**config.mk**
```make
export PLATFORM = sky130hd
export DESIGN_NAME = tcw_config_one
export DESIGN_NICKNAME = d
export VERILOG_FILES = /design/src/tcw_pkg.sv /design/src/tcw_trigger.sv /design/src/tcw_config_one.sv
export VERILOG_INCLUDE_DIRS = /design/src /design/src/src
export SDC_FILE = /design/constraint.sdc
export NUM_CORES = 1
export LEC_CHECK = 0
export BUFFER_PORTS_ARGS = -buffer_cell sky130_fd_sc_hd__buf_4
export CAP_MARGIN = 40
export CORE_MARGIN = 2
export CORE_UTILIZATION = 50
export DETAILED_ROUTE_END_ITERATION = 10
export GPL_TIMING_DRIVEN = 1
export PLACE_DENSITY = 0.82
export SLEW_MARGIN = 40
export SYNTH_ARGS = -nofsm -noshare
export SYNTH_HDL_FRONTEND = slang
export SYNTH_SLANG_ARGS = --single-unit
export TNS_END_PERCENT = 1
```
**constraint.sdc**
```tcl
create_clock -name clk_sys -period 3.78 [get_ports clk_sys]
set_input_delay 0.378 -clock clk_sys [delete_from_list [all_inputs] [get_ports clk_sys]]
set_output_delay 0.378 -clock clk_sys [all_outputs]
set_load 0.02 [all_outputs]
```
**src/tcw_consts.svh**
```systemverilog
// Offsets, field positions and reset values of the terminal configuration block.
// Assumes APB byte addressing, one 32-bit word for each register index.
`ifndef TCW_CONSTS_SVH
`define TCW_CONSTS_SVH

// ----------------------------------------------------------------------
// Register indices (byte address is four times the index)
// ----------------------------------------------------------------------
`define TCW_IDX_CFG1 10'h001
`define TCW_IDX_CFG3 10'h003
`define TCW_IDX_STAT 10'h004
`define TCW_IDX_TRIG 10'h00D

// ----------------------------------------------------------------------
// Configuration word one fields
// ----------------------------------------------------------------------
`define TCW_B_OP_HI 15
`define TCW_B_OP_LO 14
`define TCW_B_MEM_AREA 13
`define TCW_B_MSG_MON 12
`define TCW_B_TRIG_EN 11
`define TCW_B_START_MATCH 10
`define TCW_B_STOP_MATCH 9
`define TCW_B_EXT_START 7
`define TCW_B_TFLAG_N 7
`define TCW_B_MON_ENABLED 2
`define TCW_B_MON_TRIGGERED 1
`define TCW_B_MIP 0

// Writable bits for each layout
`define TCW_WMASK_RT 16'hFF80
`define TCW_WMASK_RT_ALT 16'hFFFE
`define TCW_WMASK_MON 16'hFE80
`define TCW_WMASK_OTHER 16'hF000

// ----------------------------------------------------------------------
// Configuration word three fields
// ----------------------------------------------------------------------
`define TCW_B_ENHANCED 15
`define TCW_B_ALT_STATUS 5
`define TCW_WMASK_CFG3 16'h8020

// ----------------------------------------------------------------------
// Reset values
// ----------------------------------------------------------------------
`define TCW_RST_CFG1 16'h8000
`define TCW_RST_CFG3 16'h0000
`define TCW_RST_TRIG 16'h0000

`endif

```
**src/tcw_pkg.sv**
```systemverilog
// Types shared by the terminal configuration block.
// Assumes tcw_consts.svh is included by the modules that need numbers.
package tcw_pkg;

    // Which view of configuration word one is in force
    typedef enum logic [1:0] {
        TCW_LAY_RT,
        TCW_LAY_RT_ALT,
        TCW_LAY_MON,
        TCW_LAY_OTHER
    } tcw_layout_t;

    // Word monitor run state
    typedef enum logic {
        TCW_MON_IDLE,
        TCW_MON_RUN
    } tcw_mon_t;

endpackage

```
**src/tcw_trigger.sv**
```systemverilog
// Word monitor start and stop on trigger match or external start edge.
// Assumes all inputs synchronous to clk_sys; arming is gated by the parent.
`timescale 1ns/100ps

module tcw_trigger (
    input wire logic clk_sys,
    input wire logic rstn,
    input wire logic armed,
    input wire logic startOnMatch,
    input wire logic stopOnMatch,
    input wire logic extStartEnable,
    input wire logic externalStartPin,
    input wire logic wordValid,
    input wire logic [15:0] rxWord,
    input wire logic [15:0] trigWord,
    input wire logic clearTriggered,
    output logic monitorActive,
    output logic monitorTriggered
);

    tcw_pkg::tcw_mon_t monState;
    logic extPrev;
    logic extRise;
    logic match;
    logic startEvt;
    logic stopEvt;

    assign extRise = externalStartPin & ~extPrev;
    assign match = wordValid && (rxWord == trigWord);
    assign startEvt = armed && ((startOnMatch && match) || (extStartEnable && extRise));
    assign stopEvt = stopOnMatch && match;
    assign monitorActive = (monState == tcw_pkg::TCW_MON_RUN);

    always_ff @(posedge clk_sys or negedge rstn) begin
        if (!rstn) begin
            extPrev <= 1'b0;
        end else begin
            extPrev <= externalStartPin;
        end
    end

    always_ff @(posedge clk_sys or negedge rstn) begin
        if (!rstn) begin
            monState <= tcw_pkg::TCW_MON_IDLE;
        end else begin
            unique case (monState)
                tcw_pkg::TCW_MON_IDLE: begin
                    if (startEvt) begin
                        monState <= tcw_pkg::TCW_MON_RUN;
                    end
                end
                tcw_pkg::TCW_MON_RUN: begin
                    if (stopEvt) begin
                        monState <= tcw_pkg::TCW_MON_IDLE;
                    end
                end
            endcase
        end
    end

    // Sticky triggered flag, a new trigger beats the clear
    always_ff @(posedge clk_sys or negedge rstn) begin
        if (!rstn) begin
            monitorTriggered <= 1'b0;
        end else if (startEvt) begin
            monitorTriggered <= 1'b1;
        end else if (clearTriggered) begin
            monitorTriggered <= 1'b0;
        end
    end
endmodule

```
**src/tcw_config_one.sv**
```systemverilog
// Configuration word one of a redundant serial bus terminal, APB slave.
// Assumes one clock, the protocol engine supplies message busy and received words.
//
// Our own choices: the APB register port and the register addresses.
`timescale 1ns/100ps
`include "tcw_consts.svh"

// Summary of operation
// - Enhanced RT: bit 7 low sets terminal flag
// - Enhanced RT: bit 0 reads message in progress
// - Alternate status needs enhanced mode enabled
// - Bits 15,14 select RT or monitor role
// - Bit 13 selects memory area A/B
// - Bit 12 enables message monitor
// - Alternate bits 11-9 set status 9-11
// - Alternate bits 8-6 set status 12-14
// - Alternate bit 5 sets broadcast received
// - Alternate bits 4,3 set busy, subsystem
// - Alternate bits 2,1 set bus control, flag
// - Monitor bits 12-0 need enhanced mode
// - Trigger enable required before monitor start
// - Start word monitor on trigger match
// - Stop word monitor on trigger match
// - External rising edge starts armed monitor
module tcw_config_one (
    input wire logic clk_sys,
    input wire logic rstn,
    input wire logic psel,
    input wire logic penable,
    input wire logic pwrite,
    input wire logic [11:0] paddr,
    input wire logic [31:0] pwdata,
    input wire logic [3:0] pstrb,
    output logic pready,
    output logic [31:0] prdata,
    output logic pslverr,
    input wire logic msgBusy,
    input wire logic wordValid,
    input wire logic [15:0] rxWord,
    input wire logic externalStartPin,
    output logic rtModeSel,
    output logic monitorModeSel,
    output logic enhancedMode,
    output logic altStatusMode,
    output logic memoryAreaSelect,
    output logic messageMonitorEnable,
    output logic [10:0] rtStatusFlags,
    output logic wordMonitorActive,
    output logic monitorTriggered
);

    // ------------------------------------------------------------------
    // Helpers
    // ------------------------------------------------------------------
    function automatic tcw_pkg::tcw_layout_t layoutOf(input logic [15:0] c1,
                                                     input logic [15:0] c3);
        tcw_pkg::tcw_layout_t l;
        l = tcw_pkg::TCW_LAY_OTHER;
        if (c1[`TCW_B_OP_HI] && !c1[`TCW_B_OP_LO]) begin
            // Alternate view only usable with enhanced mode
            if (c3[`TCW_B_ALT_STATUS] && c3[`TCW_B_ENHANCED]) begin
                l = tcw_pkg::TCW_LAY_RT_ALT;
            end else begin
                l = tcw_pkg::TCW_LAY_RT;
            end
        end else if (!c1[`TCW_B_OP_HI] && c1[`TCW_B_OP_LO]) begin
            l = tcw_pkg::TCW_LAY_MON;
        end
        return l;
    endfunction

    function automatic logic [15:0] writeMask(input tcw_pkg::tcw_layout_t l);
        logic [15:0] m;
        m = `TCW_WMASK_OTHER;
        unique case (l)
            tcw_pkg::TCW_LAY_RT: m = `TCW_WMASK_RT;
            tcw_pkg::TCW_LAY_RT_ALT: m = `TCW_WMASK_RT_ALT;
            tcw_pkg::TCW_LAY_MON: m = `TCW_WMASK_MON;
            tcw_pkg::TCW_LAY_OTHER: m = `TCW_WMASK_OTHER;
        endcase
        return m;
    endfunction

    // Config bit 11-k drives status flag k (status word bits 9..19)
    function automatic logic [10:0] altFlags(input logic [15:0] c1);
        logic [10:0] f;
        f = 11'h000;
        for (int k = 0; k < 11; k++) begin
            f[k] = c1[11 - k];
        end
        return f;
    endfunction

    function automatic logic [15:0] laneMerge(input logic [15:0] cur,
                                              input logic [31:0] wd,
                                              input logic [3:0] strb,
                                              input logic [15:0] m);
        logic [15:0] bm;
        bm = {{8{strb[1]}}, {8{strb[0]}}} & m;
        return (cur & ~bm) | (wd[15:0] & bm);
    endfunction

    // ------------------------------------------------------------------
    // Storage and decode
    // ------------------------------------------------------------------
    logic [15:0] cfg1;
    logic [15:0] cfg3;
    logic [15:0] trigWord;
    logic msgInProgress;
    tcw_pkg::tcw_layout_t layout;
    logic [9:0] regIdx;
    logic hitCfg1;
    logic hitCfg3;
    logic hitTrig;
    logic hitStat;
    logic mapped;
    logic setupPhase;
    logic wrAccess;
    logic [15:0] cfg1View;
    logic [31:0] next_prdata;
    logic [10:0] next_flags;
    logic trigArmed;
    logic clearTrig;

    assign layout = layoutOf(cfg1, cfg3);
    assign regIdx = paddr[11:2];
    assign hitCfg1 = (regIdx == `TCW_IDX_CFG1);
    assign hitCfg3 = (regIdx == `TCW_IDX_CFG3);
    assign hitTrig = (regIdx == `TCW_IDX_TRIG);
    assign hitStat = (regIdx == `TCW_IDX_STAT);
    assign mapped = hitCfg1 | hitCfg3 | hitTrig | hitStat;
    assign setupPhase = psel && !penable;
    assign wrAccess = psel && penable && pwrite;

    // Zero wait state slave, error on unmapped address
    assign pready = 1'b1;
    assign pslverr = psel && penable && !mapped;

    // ------------------------------------------------------------------
    // Register writes
    // ------------------------------------------------------------------
    always_ff @(posedge clk_sys or negedge rstn) begin
        if (!rstn) begin
            cfg1 <= `TCW_RST_CFG1;
        end else if (wrAccess && hitCfg1) begin
            cfg1 <= laneMerge(cfg1, pwdata, pstrb, writeMask(layout));
        end
    end

    always_ff @(posedge clk_sys or negedge rstn) begin
        if (!rstn) begin
            cfg3 <= `TCW_RST_CFG3;
        end else if (wrAccess && hitCfg3) begin
            cfg3 <= laneMerge(cfg3, pwdata, pstrb, `TCW_WMASK_CFG3);
        end
    end

    always_ff @(posedge clk_sys or negedge rstn) begin
        if (!rstn) begin
            trigWord <= `TCW_RST_TRIG;
        end else if (wrAccess && hitTrig) begin
            trigWord <= laneMerge(trigWord, pwdata, pstrb, 16'hFFFF);
        end
    end

    // Message in progress follows the engine's busy window
    always_ff @(posedge clk_sys or negedge rstn) begin
        if (!rstn) begin
            msgInProgress <= 1'b0;
        end else begin
            msgInProgress <= msgBusy;
        end
    end

    // ------------------------------------------------------------------
    // Mode outputs
    // ------------------------------------------------------------------
    assign rtModeSel = cfg1[`TCW_B_OP_HI] && !cfg1[`TCW_B_OP_LO];
    assign monitorModeSel = !cfg1[`TCW_B_OP_HI] && cfg1[`TCW_B_OP_LO];
    assign enhancedMode = cfg3[`TCW_B_ENHANCED];
    assign altStatusMode = (layout == tcw_pkg::TCW_LAY_RT_ALT);
    assign memoryAreaSelect = cfg1[`TCW_B_MEM_AREA];
    // In monitor role the enable only counts in enhanced mode
    assign messageMonitorEnable = cfg1[`TCW_B_MSG_MON]
                                  && (!monitorModeSel || enhancedMode);

    // ------------------------------------------------------------------
    // Status word flags
    // ------------------------------------------------------------------
    always_comb begin
        next_flags = 11'h000;
        unique case (layout)
            tcw_pkg::TCW_LAY_RT_ALT: next_flags = altFlags(cfg1);
            tcw_pkg::TCW_LAY_RT: next_flags[10] = enhancedMode && !cfg1[`TCW_B_TFLAG_N];
            tcw_pkg::TCW_LAY_MON: next_flags = 11'h000;
            tcw_pkg::TCW_LAY_OTHER: next_flags = 11'h000;
        endcase
    end

    always_ff @(posedge clk_sys or negedge rstn) begin
        if (!rstn) begin
            rtStatusFlags <= 11'h000;
        end else begin
            rtStatusFlags <= next_flags;
        end
    end

    // ------------------------------------------------------------------
    // Word monitor trigger
    // ------------------------------------------------------------------
    assign trigArmed = monitorModeSel && enhancedMode && cfg1[`TCW_B_TRIG_EN];
    assign clearTrig = !cfg1[`TCW_B_TRIG_EN];

    tcw_trigger trigUnit (
        .clk_sys(clk_sys),
        .rstn(rstn),
        .armed(trigArmed),
        .startOnMatch(cfg1[`TCW_B_START_MATCH]),
        .stopOnMatch(monitorModeSel && enhancedMode && cfg1[`TCW_B_STOP_MATCH]),
        .extStartEnable(cfg1[`TCW_B_EXT_START]),
        .externalStartPin(externalStartPin),
        .wordValid(wordValid),
        .rxWord(rxWord),
        .trigWord(trigWord),
        .clearTriggered(clearTrig),
        .monitorActive(wordMonitorActive),
        .monitorTriggered(monitorTriggered)
    );

    // ------------------------------------------------------------------
    // Read path
    // ------------------------------------------------------------------
    always_comb begin
        cfg1View = cfg1 & writeMask(layout);
        unique case (layout)
            tcw_pkg::TCW_LAY_RT: cfg1View[`TCW_B_MIP] = msgInProgress && enhancedMode;
            tcw_pkg::TCW_LAY_RT_ALT: cfg1View[`TCW_B_MIP] = msgInProgress;
            tcw_pkg::TCW_LAY_MON: begin
                cfg1View[`TCW_B_MON_ENABLED] = enhancedMode;
                cfg1View[`TCW_B_MON_TRIGGERED] = monitorTriggered && enhancedMode;
                cfg1View[0] = wordMonitorActive && enhancedMode;
            end
            tcw_pkg::TCW_LAY_OTHER: cfg1View[0] = 1'b0;
        endcase
    end

    always_comb begin
        next_prdata = 32'h0000_0000;
        if (hitCfg1) begin
            next_prdata[15:0] = cfg1View;
        end else if (hitCfg3) begin
            next_prdata[15:0] = cfg3;
        end else if (hitTrig) begin
            next_prdata[15:0] = trigWord;
        end else if (hitStat) begin
            next_prdata[13:0] = {monitorTriggered, wordMonitorActive, msgInProgress,
                                 rtStatusFlags};
        end
    end

    // Read data is captured in the setup phase, valid during access
    always_ff @(posedge clk_sys or negedge rstn) begin
        if (!rstn) begin
            prdata <= 32'h0000_0000;
        end else if (setupPhase && !pwrite) begin
            prdata <= next_prdata;
        end
    end
endmodule

```
==> flow_summary_export.csv <==
group,metric,value,unit
critical_path,path_max_fanout,13,
logic_synthesis,async_set_reset_flop_share_out_of_synthesis,100,%
clock_network,cts_tree,"done",
clock_network,cts_h_tree_lvls,3,
power,seqPwrFrac,47.0,%
global_route,maximum_number_of_pins_on_one_net_before_global_route_repair,65,
placement,placement.cell_area,0.00382,mm2
logic_synthesis,post-synth-top-count-cell,"dfrtp_1",
logic_synthesis,yosys_register_bits,64,
critical_path,worstRegToRegCells,5,
finish,ff_latch_area,0.00160,mm2
logic_synthesis,synth_flop_cell,"dfrtp_1",
sta,finalHoldWorstSlack,0.00878,ns
logic_synthesis,share_of_the_yosys_chip_area_belonging_to_registers,50.1,%
placement,finalWeightedCongestion,0.873,
power,power.clock.fraction,44.0,%
drt,vias_per_cell,5.70,
sta,final_hold_viol_count,0,
clock_network,post-cts-setup-buffers,0,
outcome,status,"complete, no violations",
sta,slew_viol_final,0,
floorplanning,die_area,0.00706,mm2
global_route,globalRouteTotalUtil,25.2,%
critical_path,worst-endpoint-required,3.40,ns
global_route,grt_pass1_wl,13.6,mm
sta,tightest_slew,0.679,ns
drt,routed-via-count,2598,
logic_synthesis,post_synth_num_cell_types,46,
placement,io_buffers,87,
power,total_power_density_per_cell_area,366,mW/mm2
logic_synthesis,synth_top_area_cell,"dfrtp_1",
clock_network,cts_hold_repair.buffers,0,
clock_network,cts-root-to-sink-buffers,2,
floorplanning,die_width,84.0,um
logic_synthesis,syn_inst,290,
logic_synthesis,synth.cells.most_frequent,"dfrtp_1 (63), mux2_2 (29), nand2_1 (23)",
finish,design_area,0.00405,mm2
finish,drive_above_1_share,37.5,%
global_route,grt_pass1_vias,2646,
placement,hpwl,6.10,mm
sta,worst_slew_margin_rel,54.7,%
finish,area_delta_synth_final,26.5,%
logic_synthesis,yosys.area.top_type_share,49.3,%
sta,period_needed,2.42,ns
sta,timing.final.crit_share,64.1,%
floorplanning,row_count,29,
drt,drc,0,
clock_network,clk_latency,0.34,ns
floorplanning,initial_standard_cell_utilization_of_the_core,51.0,%
logic_synthesis,syn_area_per_cell,11.0,um2
finish,num-nets-final,446,
critical_path,cp.arrival,2.05,ns
logic_synthesis,synth_warnings,0,
drt,initialDrtViolationCount,223,
drt,detailedRoute.firstPassIterationCount,4,
drt,postRouteAntennaNets,0,
clock_network,postCtsResizedCells,0,
sta,timing.final.setup_violations,0,
drt,wirelength,8.46,mm
critical_path,worst_setup_path_start_kind,"flop",
power,comb_power_share,9.0,%
finish,multi_input_comb_area,0.00145,mm2
clock_network,clkSinkCount,64,
clock_network,cts_root_buffer,"clkbuf_8",
critical_path,critical_path_class,"reg -> out",
global_route,grt_antenna_before_repair,0,
floorplanning,floorplan.io_pins,125,
sta,fin_worst_skew,0.00347,ns
sta,totalNegativeSetupSlack,0,ns
clock_network,clkTransAtPathRegs,0.07,ns
job,maxCapViolCount,0,
logic_synthesis,synth.cell_area,0.00320,mm2
drt,wire_per_inst,18.6,um
floorplanning,fp.dieH,84.0,um
logic_synthesis,synth_enable_flop_cells,0,
sta,grt_setup_unrepaired,"no",
power,peakVddDrop,0.252,mV
logic_synthesis,yosys-top-cells-area,"dfrtp_1 (49%), mux2_2 (10%), buf_4 (4.5%)",
clock_network,cts_buffers,9,
power,power.leakage,1.94,nW
global_route,grt_overflow,0,
critical_path,worstSetupEndpointType,"output pin",
power,total_net_switching_power,347,uW
finish,antenna_cells_inserted,0,
critical_path,reg2reg_setup_slack,1.38,ns
finish,finalCoreUtilization,64.5,%
finish,fillers,520,
worst_hold_path,hold_path_class,"in -> async",
floorplanning,design.core.area,0.00628,mm2
power,p_int,1.13,mW
power,power_switching_share,23.4,%
sta,max_freq,412,MHz
## layer usage
layer | routed length (um) | up-vias | track usage [%]
li1 | - | 1175 | -
met1 | 3440 | 1244 | 32.7
met2 | 4040 | 163 | 40.8
met3 | 838 | 16 | 6.23
met4 | 142 | 0 | 9.82
met5 | 0 | - | 0
## cell usage in the layout (no fill, tap or decap), drive strengths merged, types with 3 or more instances in the layout
master  instances
nor3            3
nand4           4
a21oi          11
dfrtp          63
clkbuf         10
nand2          24
clkinv          3
buf            88
nand3           6
inv             4
mux2           33
and3            4
o21ai          16
conb           17
nor2           15
and4            4
a22oi          11
a32oi           4
o221ai          3
o21a            5
and2           10
xnor2          16
## critical path: stages, from the launching register on
cell      delay [ns]
dfstp_2         0.56
nand2b_1        0.15
inv_1           0.25
and3_1          0.51
buf_4           0.23
## per-stage QoR
step	std cells	worst slack (ns)	power, mW
floorplan	305	1.89	0.778
global placement	440	1.47	0.837
detailed placement	440	1.43	0.840
CTS	456	1.37	1.48
global route	456	1.29	1.53
finish	456	1.36	1.48
## kinds of logic after synthesis
| logic type | share of synthesized area, % |
|---|---|
| and+or+nand+nor | 13.7 |
| DFF | 50.1 |
| AOI/OAI and AO/OA | 13.0 |
| buffers and inverters | 6.57 |
| muxes | 11.7 |
| xor gates and xnor gates | 4.65 |
| other | 0.235 |
## power by group through the flow
stage | clock, mW | sequential [mW] | combinational, mW
5_1_grt | 0.689 | 0.696 | 0.144
3_5_place_dp | 0 | 0.708 | 0.132
2_1_floorplan | 0 | 0.714 | 0.0635
6_report | 0.653 | 0.696 | 0.133
3_3_place_gp | 0 | 0.709 | 0.129
4_1_cts | 0.656 | 0.696 | 0.133
## cell type report
type	count	area share, %
Sequential cell	64	39.6
Multi-Input combinational cell	207	35.8
Timing Repair Buffer	88	16.4
Clock buffer	10	3.40
Tap cell	77	2.38
Clock inverter	6	2.04
Inverter	4	0.371
## worst paths after layout
| path | from | endpoint |
|---|---|---|
| worst max-delay path | flop | altStatusMode |
| worst min-delay path | rstn | asynchronous set/reset pin |
| worst max register to register | flop | flop |
| worst min register to register | prdata[6]$_DFFE_PN0P_ | prdata[6]$_DFFE_PN0P_ |
| max in group asynchronous | rstn | rtStatusFlags[7]$_DFF_PN0_ |
| min in group clk_sys | msgBusy | msgInProgress$_DFF_PN0_ |
Note: power is estimated with default switching activity, not from simulation.
